--- config.mk ---
export PLATFORM = sky130hd
export DESIGN_NAME = regspace_decoder
export DESIGN_NICKNAME = d
export VERILOG_FILES = /design/src/regspace_decoder.v /design/src/regspace_classify.v
export VERILOG_INCLUDE_DIRS = /design/src
export SDC_FILE = /design/constraint.sdc
export NUM_CORES = 1
export LEC_CHECK = 0
export BUFFER_PORTS_ARGS = -buffer_cell sky130_fd_sc_hd__buf_2
export CAP_MARGIN = 40
export CORE_UTILIZATION = 34
export DETAILED_ROUTE_END_ITERATION = 16
export GPL_ROUTABILITY_DRIVEN = 0
export PLACE_DENSITY = 0.6
export SLEW_MARGIN = 5
export SYNTH_ARGS = -nofsm -noshare
export SYNTH_HDL_FRONTEND = slang
export SYNTH_SLANG_ARGS = --single-unit
export TNS_END_PERCENT = 50
--- constraint.sdc ---
create_clock -name CLK_SYS_I -period 5.52 [get_ports CLK_SYS_I]
set_input_delay 0.276 -clock CLK_SYS_I [delete_from_list [all_inputs] [get_ports CLK_SYS_I]]
set_output_delay 0.276 -clock CLK_SYS_I [all_outputs]
set_load 0.05 [all_outputs]
--- src/regspace_defines.vh ---
// Constants for the register space decoder and pin role plan.
// Included by the decoder top and its address range classifier.
`ifndef REGSPACE_DEFINES_VH
`define REGSPACE_DEFINES_VH

// Module select codes, one-hot order
`define MOD_NONE     3'h0
`define MOD_CLKPWR   3'h1
`define MOD_INTC     3'h2
`define MOD_PWM      3'h3
`define MOD_KEYPAD   3'h4
`define MOD_ROTATOR  3'h5
`define MOD_PORT     3'h6

// Address range bounds
`define CLKPWR_LO_A  8'h00
`define CLKPWR_HI_A  8'h07
`define CLKPWR_LO_B  8'h80
`define CLKPWR_HI_B  8'h81
`define INTC_LO      8'h10
`define INTC_HI      8'h1f
`define PWM_INC_LO   8'h30
`define PWM_INC_HI   8'h37
`define PWM_FIX_LO   8'h38
`define PWM_FIX_HI   8'h3f
`define KEYPAD_LO    8'h60
`define KEYPAD_HI    8'h6f
`define ROTATOR_LO   8'h70
`define ROTATOR_HI   8'h77
`define PORT_LO      8'h82
`define PORT_HI      8'hbf

// Slave address base, strap bits fill the low three bits
`define SLAVE_BASE   7'h40

// Pin roles
`define ROLE_PORT    2'h0
`define ROLE_KEYPAD  2'h1
`define ROLE_PWM     2'h2

// Pin counts
`define NUM_PINS     16
`define NUM_PWM_PINS 4

`endif

--- src/regspace_decoder.v ---
// Register space decoder for a sixteen-pin port expander: pointer,
// module routing, read mux, pin role plan and slave address straps.
// Assumes a serial protocol engine on the same clock gives byte strobes,
// and that each functional module answers its read data combinationally.
// Assumes the strap pins are held steady through reset up to the last
// clock edge before it ends, since their last synchronised value is what is kept.
// Strobe, load and role request inputs come from logic on this clock,
// so they pass no synchroniser; only the reset and the straps do.
`timescale 1ns/10ps
`include "regspace_defines.vh"

module regspace_decoder (
  // Clock and reset
  input  wire        CLK_SYS_I,
  input  wire        ARST_N_I,
  // Protocol engine side
  input  wire        PTR_LOAD_I,
  input  wire [7:0]  PTR_VALUE_I,
  input  wire        WR_STB_I,
  input  wire [7:0]  WR_DATA_I,
  input  wire        RD_STB_I,
  output wire [7:0]  RD_DATA_O,
  output wire [6:0]  SLAVE_ADDR_O,
  output wire [7:0]  PTR_O,
  // Module side
  output reg  [7:0]  MOD_ADDR_O,
  output reg  [7:0]  MOD_WDATA_O,
  output reg  [6:0]  MOD_WR_O,
  output reg  [6:0]  MOD_RD_O,
  input  wire [7:0]  CLKPWR_RDATA_I,
  input  wire [7:0]  INTC_RDATA_I,
  input  wire [7:0]  PWM_RDATA_I,
  input  wire [7:0]  KEYPAD_RDATA_I,
  input  wire [7:0]  ROTATOR_RDATA_I,
  input  wire [7:0]  PORT_RDATA_I,
  // Pin role plan
  input  wire [15:0] KEYPAD_EN_I,
  input  wire [3:0]  PWM_EN_I,
  output reg  [31:0] PIN_ROLE_O,
  // Strap pins
  input  wire [2:0]  STRAP_PIN_I
);

  // Reset synchroniser
  reg       rst_meta;   // First stage
  reg       rst_n;      // Synchronised reset, active low
  // Strap synchroniser
  reg [2:0] strap_meta; // First stage
  reg [2:0] strap_sync; // Second stage
  reg [2:0] strap_addr; // Stored strap bits
  // Pointer and decode
  reg [7:0] ptr;        // Register pointer
  reg [7:0] next_ptr;   // Next pointer value
  wire [2:0] sel;       // Module select of current pointer
  wire       inc;       // Pointer advances in this range
  reg  [7:0] rdata;     // Read data mux result
  reg  [7:0] rd_data;   // Registered read data
  // Pin roles
  wire [31:0] next_role; // Role of each pin for the next edge
  genvar      g;         // Pin index for the role loop

  // Release reset through two flip-flops
  // Assertion is immediate; release waits two edges so that the pointer and
  // module-side flops leave reset in the same cycle; the role register does not wait
  always @(posedge CLK_SYS_I or negedge ARST_N_I) begin
    if (!ARST_N_I) begin
      rst_meta <= 1'b0;
      rst_n    <= 1'b0;
    end else begin
      rst_meta <= 1'b1;
      rst_n    <= rst_meta;
    end
  end

  // Straps pass two flip-flops before use; no reset here, so that the
  // pins are still followed while the device is held in reset
  always @(posedge CLK_SYS_I) begin
    strap_meta <= STRAP_PIN_I;
    strap_sync <= strap_meta;
  end

  // Track straps while in reset, freeze at release
  // The internal reset lags the pin by two edges, so the value kept is
  // the one the straps had at the last edge before the pin released, as they lag two edges too
  always @(posedge CLK_SYS_I) begin
    if (!rst_n) begin
      strap_addr <= strap_sync;
    end
  end

  // Seven-bit slave address from stored straps
  assign SLAVE_ADDR_O = `SLAVE_BASE | {4'h0, strap_addr};

  // Range classifier on the pointer
  regspace_classify u_classify (
    .addr_i       (ptr),
    .module_sel_o (sel),
    .auto_inc_o   (inc)
  );

  // Pointer next value: load, advance or hold
  // A load wins over a strobe in the same cycle; the module strobe still
  // fires at the old pointer, but the pointer takes the loaded value
  always @* begin
    next_ptr = ptr;
    if (PTR_LOAD_I) begin
      next_ptr = PTR_VALUE_I;
    end else if ((WR_STB_I || RD_STB_I) && inc) begin
      next_ptr = ptr + 8'h01;
    end else begin
      next_ptr = ptr;
    end
  end

  // Pointer register
  // Held at zero until the synchronised reset lets go
  always @(posedge CLK_SYS_I or negedge ARST_N_I) begin
    if (!ARST_N_I) begin
      ptr <= 8'h00;
    end else if (!rst_n) begin
      ptr <= 8'h00;
    end else begin
      ptr <= next_ptr;
    end
  end

  assign PTR_O = ptr;

  // One-hot module strobe for a select code; the unmapped code has none
  function [6:0] sel_onehot;
    input [2:0] code; // Module select code
    begin
      if (code == `MOD_NONE) begin
        sel_onehot = 7'h00;
      end else begin
        sel_onehot = 7'h01 << code;
      end
    end
  endfunction

  // Read mux picks one module's byte
  // Unmapped space reads back zero; the byte is held until the next read
  always @* begin
    case (sel)
      `MOD_CLKPWR:  rdata = CLKPWR_RDATA_I;
      `MOD_INTC:    rdata = INTC_RDATA_I;
      `MOD_PWM:     rdata = PWM_RDATA_I;
      `MOD_KEYPAD:  rdata = KEYPAD_RDATA_I;
      `MOD_ROTATOR: rdata = ROTATOR_RDATA_I;
      `MOD_PORT:    rdata = PORT_RDATA_I;
      default:      rdata = 8'h00;
    endcase
  end

  // Register strobes to modules; only the selected one fires
  // Strobes, address and write byte are one cycle behind the pointer
  always @(posedge CLK_SYS_I or negedge ARST_N_I) begin
    if (!ARST_N_I) begin
      MOD_ADDR_O  <= 8'h00;
      MOD_WDATA_O <= 8'h00;
      MOD_WR_O    <= 7'h00;
      MOD_RD_O    <= 7'h00;
      rd_data     <= 8'h00;
    end else if (!rst_n) begin
      MOD_ADDR_O  <= 8'h00;
      MOD_WDATA_O <= 8'h00;
      MOD_WR_O    <= 7'h00;
      MOD_RD_O    <= 7'h00;
      rd_data     <= 8'h00;
    end else begin
      MOD_ADDR_O  <= ptr;
      MOD_WDATA_O <= WR_DATA_I;
      // Unmapped select has no strobe bit, so writes vanish
      MOD_WR_O    <= WR_STB_I ? sel_onehot(sel) : 7'h00;
      MOD_RD_O    <= RD_STB_I ? sel_onehot(sel) : 7'h00;
      if (RD_STB_I) begin
        rd_data <= rdata;
      end
    end
  end

  assign RD_DATA_O = rd_data;

  // Pin roles: port by default, keypad over port, pulse-width over both on pins 0-3
  generate
    for (g = 0; g < `NUM_PINS; g = g + 1) begin : g_role
      if (g < `NUM_PWM_PINS) begin : g_pwm
        // Pulse-width beats keypad, keypad beats port
        assign next_role[2*g +: 2] = PWM_EN_I[g]    ? `ROLE_PWM    :
                                     KEYPAD_EN_I[g] ? `ROLE_KEYPAD : `ROLE_PORT;
      end else begin : g_kp
        // Upper pins have no pulse-width role
        assign next_role[2*g +: 2] = KEYPAD_EN_I[g] ? `ROLE_KEYPAD : `ROLE_PORT;
      end
    end
  endgenerate

  // Role register, one flop pair per pin
  always @(posedge CLK_SYS_I or negedge ARST_N_I) begin
    if (!ARST_N_I) begin
      PIN_ROLE_O <= 32'h0000_0000;
    end else begin
      PIN_ROLE_O <= next_role;
    end
  end

endmodule

--- src/regspace_classify.v ---
// Address range classifier: module select and auto-increment flag.
// Purely combinational; fed from the decoder's pointer register.
`timescale 1ns/10ps
`include "regspace_defines.vh"

module regspace_classify (
  // Address in
  input  wire [7:0] addr_i,
  // Decode out
  output reg  [2:0] module_sel_o,
  output reg        auto_inc_o
);

  // Inclusive range test
  function in_range;
    input [7:0] a;
    input [7:0] lo;
    input [7:0] hi;
    begin
      in_range = (a >= lo) && (a <= hi);
    end
  endfunction

  // Each address maps to at most one module
  always @* begin
    module_sel_o = `MOD_NONE;  // Unmapped by default
    auto_inc_o   = 1'b0;
    if (in_range(addr_i, `CLKPWR_LO_A, `CLKPWR_HI_A) ||
        in_range(addr_i, `CLKPWR_LO_B, `CLKPWR_HI_B)) begin
      module_sel_o = `MOD_CLKPWR;
      auto_inc_o   = 1'b1;
    end else if (in_range(addr_i, `INTC_LO, `INTC_HI)) begin
      module_sel_o = `MOD_INTC;
      auto_inc_o   = 1'b1;
    end else if (in_range(addr_i, `PWM_INC_LO, `PWM_INC_HI)) begin
      module_sel_o = `MOD_PWM;
      auto_inc_o   = 1'b1;
    end else if (in_range(addr_i, `PWM_FIX_LO, `PWM_FIX_HI)) begin
      module_sel_o = `MOD_PWM;
      auto_inc_o   = 1'b0;
    end else if (in_range(addr_i, `KEYPAD_LO, `KEYPAD_HI)) begin
      module_sel_o = `MOD_KEYPAD;
      auto_inc_o   = 1'b1;
    end else if (in_range(addr_i, `ROTATOR_LO, `ROTATOR_HI)) begin
      module_sel_o = `MOD_ROTATOR;
      auto_inc_o   = 1'b1;
    end else if (in_range(addr_i, `PORT_LO, `PORT_HI)) begin
      module_sel_o = `MOD_PORT;
      auto_inc_o   = 1'b1;
    end
  end

endmodule

# Word-level counts from Yosys, hierarchy flattened
# Index checks and enable logic that the tools add are counted.
# totals
reg_bits	88
out_inout_bits	85
# op_classes
reduce_logical	12
order_cmp	16
muxes	47
shift	1
n_eq_ne	8
add_sub_neg	1
# ops
cell	n
$mux 8	7
$pmux 8 s6	1
$mux 7	5
$mux 1	23
$mux 3	7
$ge 8x6->1 const B	2
$ge 8x7->1 const B	2
$ge 8x8->1 const B	2
$le 8x6->1 const B	2
$le 8x7->1 const B	2
$le 8x8->1 const B	2
$eq 3x3->1 const B	3
$logic_and 1x1->1	9
$add 8x1->8 const B	1
$ge 8x1->1 const B	1
$ge 8x5->1 const B	1
$le 8x3->1 const B	1
$le 8x5->1 const B	1
$mux 2	4
$shl 1x3->7 const A	1
$eq 3x2->1 const B	2
$eq 3x1->1 const B	1
$logic_not 3->1	1
$ne 3x2->1 const B	1
2 further kinds	3

# Depth between registers and ports, before layout
# logic_depth
ltp_word	13
depth_mapped	7
depth_no_buf	6

# By module
# A second synthesis with hierarchy kept.
# unflattened
cells_unflattened	273
hier_area_um2	3190.6
# by_module_without_submodules
module	instances	cells_per_inst	seq_area_each_um2	area_each_um2
regspace_decoder	1	257	1861.8	3074.2
regspace_classify	1	16	0.0	116.4

# Worst setup path after synthesis
# Ideal clock, no wire load.
# synth_path
path_type	reg-to-reg
from	reg ptr[6], in the netlist PTR_O[6]
to	reg ptr[0], in the netlist PTR_O[0]
arrival_time_ns	2.161
path_slack_ns	3.233
setup_ns	0.126
stages_incl_launch_ff	6
required_time_ns	5.394
n_path_buf	1
cell_sequence	dfrtp_1 buf_2 mux2_2 a221oi_1 nor3_2 a311o_1
# synth_between
elab_chain_len	11
# synth_rtl
element	line	text
from (decl)	regspace_decoder.v:52	reg [7:0] ptr;
from (signal assigned)	regspace_decoder.v:123	ptr <= next_ptr;
$ge 8x8->1 / $le 8x8->1 (equally long branches)	regspace_classify.v:20	in_range = (a >= lo) && (a <= hi);
$logic_and 1x1->1	regspace_classify.v:20	
$mux 1	regspace_classify.v:47	end else if (in_range(addr_i, `PORT_LO, `PORT_HI)) begin
$mux 1	regspace_classify.v:44	end else if (in_range(addr_i, `ROTATOR_LO, `ROTATOR_HI)) begin
$mux 1	regspace_classify.v:41	end else if (in_range(addr_i, `KEYPAD_LO, `KEYPAD_HI)) begin
$mux 1	regspace_classify.v:38	end else if (in_range(addr_i, `PWM_FIX_LO, `PWM_FIX_HI)) begin
$mux 1	regspace_classify.v:35	end else if (in_range(addr_i, `PWM_INC_LO, `PWM_INC_HI)) begin
$mux 1	regspace_classify.v:32	end else if (in_range(addr_i, `INTC_LO, `INTC_HI)) begin
$mux 1 *	regspace_classify.v:28	if (in_range(addr_i, `CLKPWR_LO_A, `CLKPWR_HI_A) ||
$logic_and 1x1->1 *	regspace_decoder.v:108	end else if ((WR_STB_I || RD_STB_I) && inc) begin
$ne 3x2->1 (no source line) *	n/a	
# Mark *: on every way between the ends. The rest lies on a longest branch, timed or not.
# A chain may end at the register's enable or synchronous reset.

# Worst setup path in the final report
# layout_path
from	reg ptr[5], in the netlist PTR_O[5]
to	reg ptr[0], in the netlist PTR_O[0]
# The elaborated chain is that of the path after synthesis.

==> out/qor.yml <==
hp-class: "in -> reg"
grt_usage_pct: 17.8
cts_root_buf: "clkbuf_8"
synth_xor_area_share_pct: 0
hold_viol: 0
grt_remaining_overflow: 0
fin_area_um2: 4200
synth_top_family_by_area: "simple AND/OR/NAND/NOR gates"
critPathMaxStageDelay_ns: 0.88
crit_family: "compound AO/OA/AOI/OAI gates"
cp-start-kind: "flop"
synth_common_cells: "dfrtp_1 (66), buf_4 (18), o21ai_0 (17)"
crit_required_ns: 5.76
cp.arrival_ns: 2.83
crit_end: "PTR_O[0]$_DFFE_PN0P_"
tightest_slew_ns: 0.897
cts_inserted_buffers: 9
synth.top_cell.area_share_pct: 51.5
synth_compound_area_share_pct: 13.2
dr.pass1.iters: 4
synth_area_leaders: "dfrtp_1 (52%), buf_4 (4.2%), dfxtp_1 (3.7%)"
path_cells: "nand2_1 -> a221oi_1 -> nor3_2 -> a311o_1"
yosysMostFrequentCell: "dfrtp_1"
r2r-end: "PTR_O[0]$_DFFE_PN0P_"
num_vias: 2691
dp_hpwl_um: 6210
drive_gt1_share_pct: 43.4
placed_area_um2: 4000
via_per_inst: 4.88
grt_max_degree: 67
period_minus_slack_ns: 2.59
dp_worst_setup_slack_ns: 2.93
slowest_stage: "dfrtp_1"
p_total_mw: 1.32
start_util_pct: 34.8
worst-path-stages: 4
yosys_register_bits: 75
relSlewSlack_pct: 40.0
fin_nets: 531
cp_num_buf_inv: 0
fin_crit_sh_pct: 46.9
peakVddDrop_mv: 0.143
r2r_cells: 4
path_class: "reg -> reg"
dieArea_um2: 9820
drt_iter0_markers: 143
crit_start: "PTR_O[5]$_DFFE_PN0P_"
hold_depth: 1
syn_area_per_cell_um2: 11.4
critPathCaptureType: "flop"
worstSkewPairLatency_ns: 0.35
clk_pin_slew_worst_paths_ns: 0.09
floorplan.rows: 35
setup_viol: 0
cts_resized: 0
drc: 0
wirelength_um: 8640
final_antenna_net_count: 0
cts_setup_buffers: 0
synth-simple-area-share_pct: 15.7
cts_tree: "built"
rsz0062_at_grt: "no"
synthAdderAreaFrac_pct: 1.56
skew_ns: 0.0161
synth_edf_count: 3
setup_slack_ns: 2.93
reg2reg_from: "PTR_O[5]$_DFFE_PN0P_"
slew_violations: 0
area_delta_synth_final_pct: 31.2
synth_top_cell_by_area: "dfrtp_1"
status: "finished, final reports clean"
cellPowerDensity_nw_per_um2: 314
synthCells: 281
ios: 177
p_leak_nw: 2.18
ys_async_sr_fraction_pct: 88.0
ys_seq_area_share_pct: 58.1
fp.dieW_um: 99.1
worstPathMaxFanout: 19
max_freq_mhz: 386
io_buffers: 158
detail_route.wl_per_cell_um: 15.7
h-tree-depth: 3
cts.sinks: 75
drv_cap: 0
diodes: 0
cts_hold_buf: 0
yosys_warnings: 0
die_y_um: 99.1
ys_types: 50
hold_ws_ns: 0.0286
antenna_found_initial: 0
clockBufferDepth: 2
coreArea_um2: 9200
r2r_setup_slack_ns: 2.93
synthesis.area_um2: 3200
synth_ff_type: "dfrtp_1"
finalSetupTns_ns: 0
grt_pass1_wl_um: 13500
grt_pass1_vias: 2665
synth.area.mux_share_pct: 3.48
-- cells in the final DEF (no fill, tap or decap), drive strengths merged, types with 10 or more instances in the layout --
cell	synthesis	layout
buf	24	162
dfrtp	66	66
conb	2	19
o21ai	17	17
and2	15	15
nand2	14	14
nand3	14	14
a31oi	12	12
nor2	10	10
mux2i	10	10
clkbuf	12	10
-- worst min-delay path by stage --
stage / from / to / slack, ns
2_1_floorplan: ARST_N_I / MOD_ADDR_O[0]$_DFF_PN0_ / -0.02
3_3_place_gp: strap_meta[1]$_DFF_P_ / strap_sync[1]$_DFF_P_ / 0.31
3_5_place_dp: strap_meta[0]$_DFF_P_ / strap_sync[0]$_DFF_P_ / 0.31
4_1_cts: STRAP_PIN_I[1] / strap_meta[1]$_DFF_P_ / 0.01
5_1_grt: STRAP_PIN_I[1] / strap_meta[1]$_DFF_P_ / 0.009
6_report: STRAP_PIN_I[1] / strap_meta[1]$_DFF_P_ / 0.03
-- where the power goes --
group	switching [mW]	total [mW]	leakage (nW)	internal [mW]
combinational	0.213	0.293	1.15	0.0794
clock	0.211	0.425	0.0975	0.214
sequential	0.0217	0.602	0.930	0.581
total	0.446	1.32	2.18	0.874
-- per-layer routing --
layer / global-route usage [%] / part of all wire [%]
met5: 0 / 0
met4: 7.69 / 1.9
met3: 5.04 / 9.0
met1: 21.1 / 40
met2: 30.3 / 49
-- state kept, by name (all words and copies together), names as in the netlist, 6 cells and up --
register	cells
MOD_ADDR_O	8
MOD_RD_O	6
MOD_WDATA_O	8
MOD_WR_O	6
PIN_ROLE_O	20
PTR_O	8
RD_DATA_O	8
-- layout make-up --
class,instances,area [µm²]
clock buffers,10,128
clock inverters,6,72.6
fillers,884,4990
inverters,7,26.3
multi-input cells,180,1160
flip-flops and latches,75,1860
well taps,111,139
repair buffers,162,818
-- stage by stage --
stage | utilization (%) | std cells
global placement | 43.4 | 533
floorplan | - | 298
detailed placement | 43.5 | 535
finish | 45.7 | 551
global route | 45.7 | 551
CTS | 45.7 | 551
-- cells by family (layout without fill, tap and decap cells) --
kind of cell             count (synthesis)  in the layout
other                                    2             19
adder cells (fa/ha/maj)                  4              4
AND/OR/NAND/NOR                         89             89
buffers and inverters                   43            185
AO/OA/AOI/OAI                           57             57
multiplexers                            11             11
flip-flops                              75             75
Note: power is estimated with default switching activity, not from simulation.
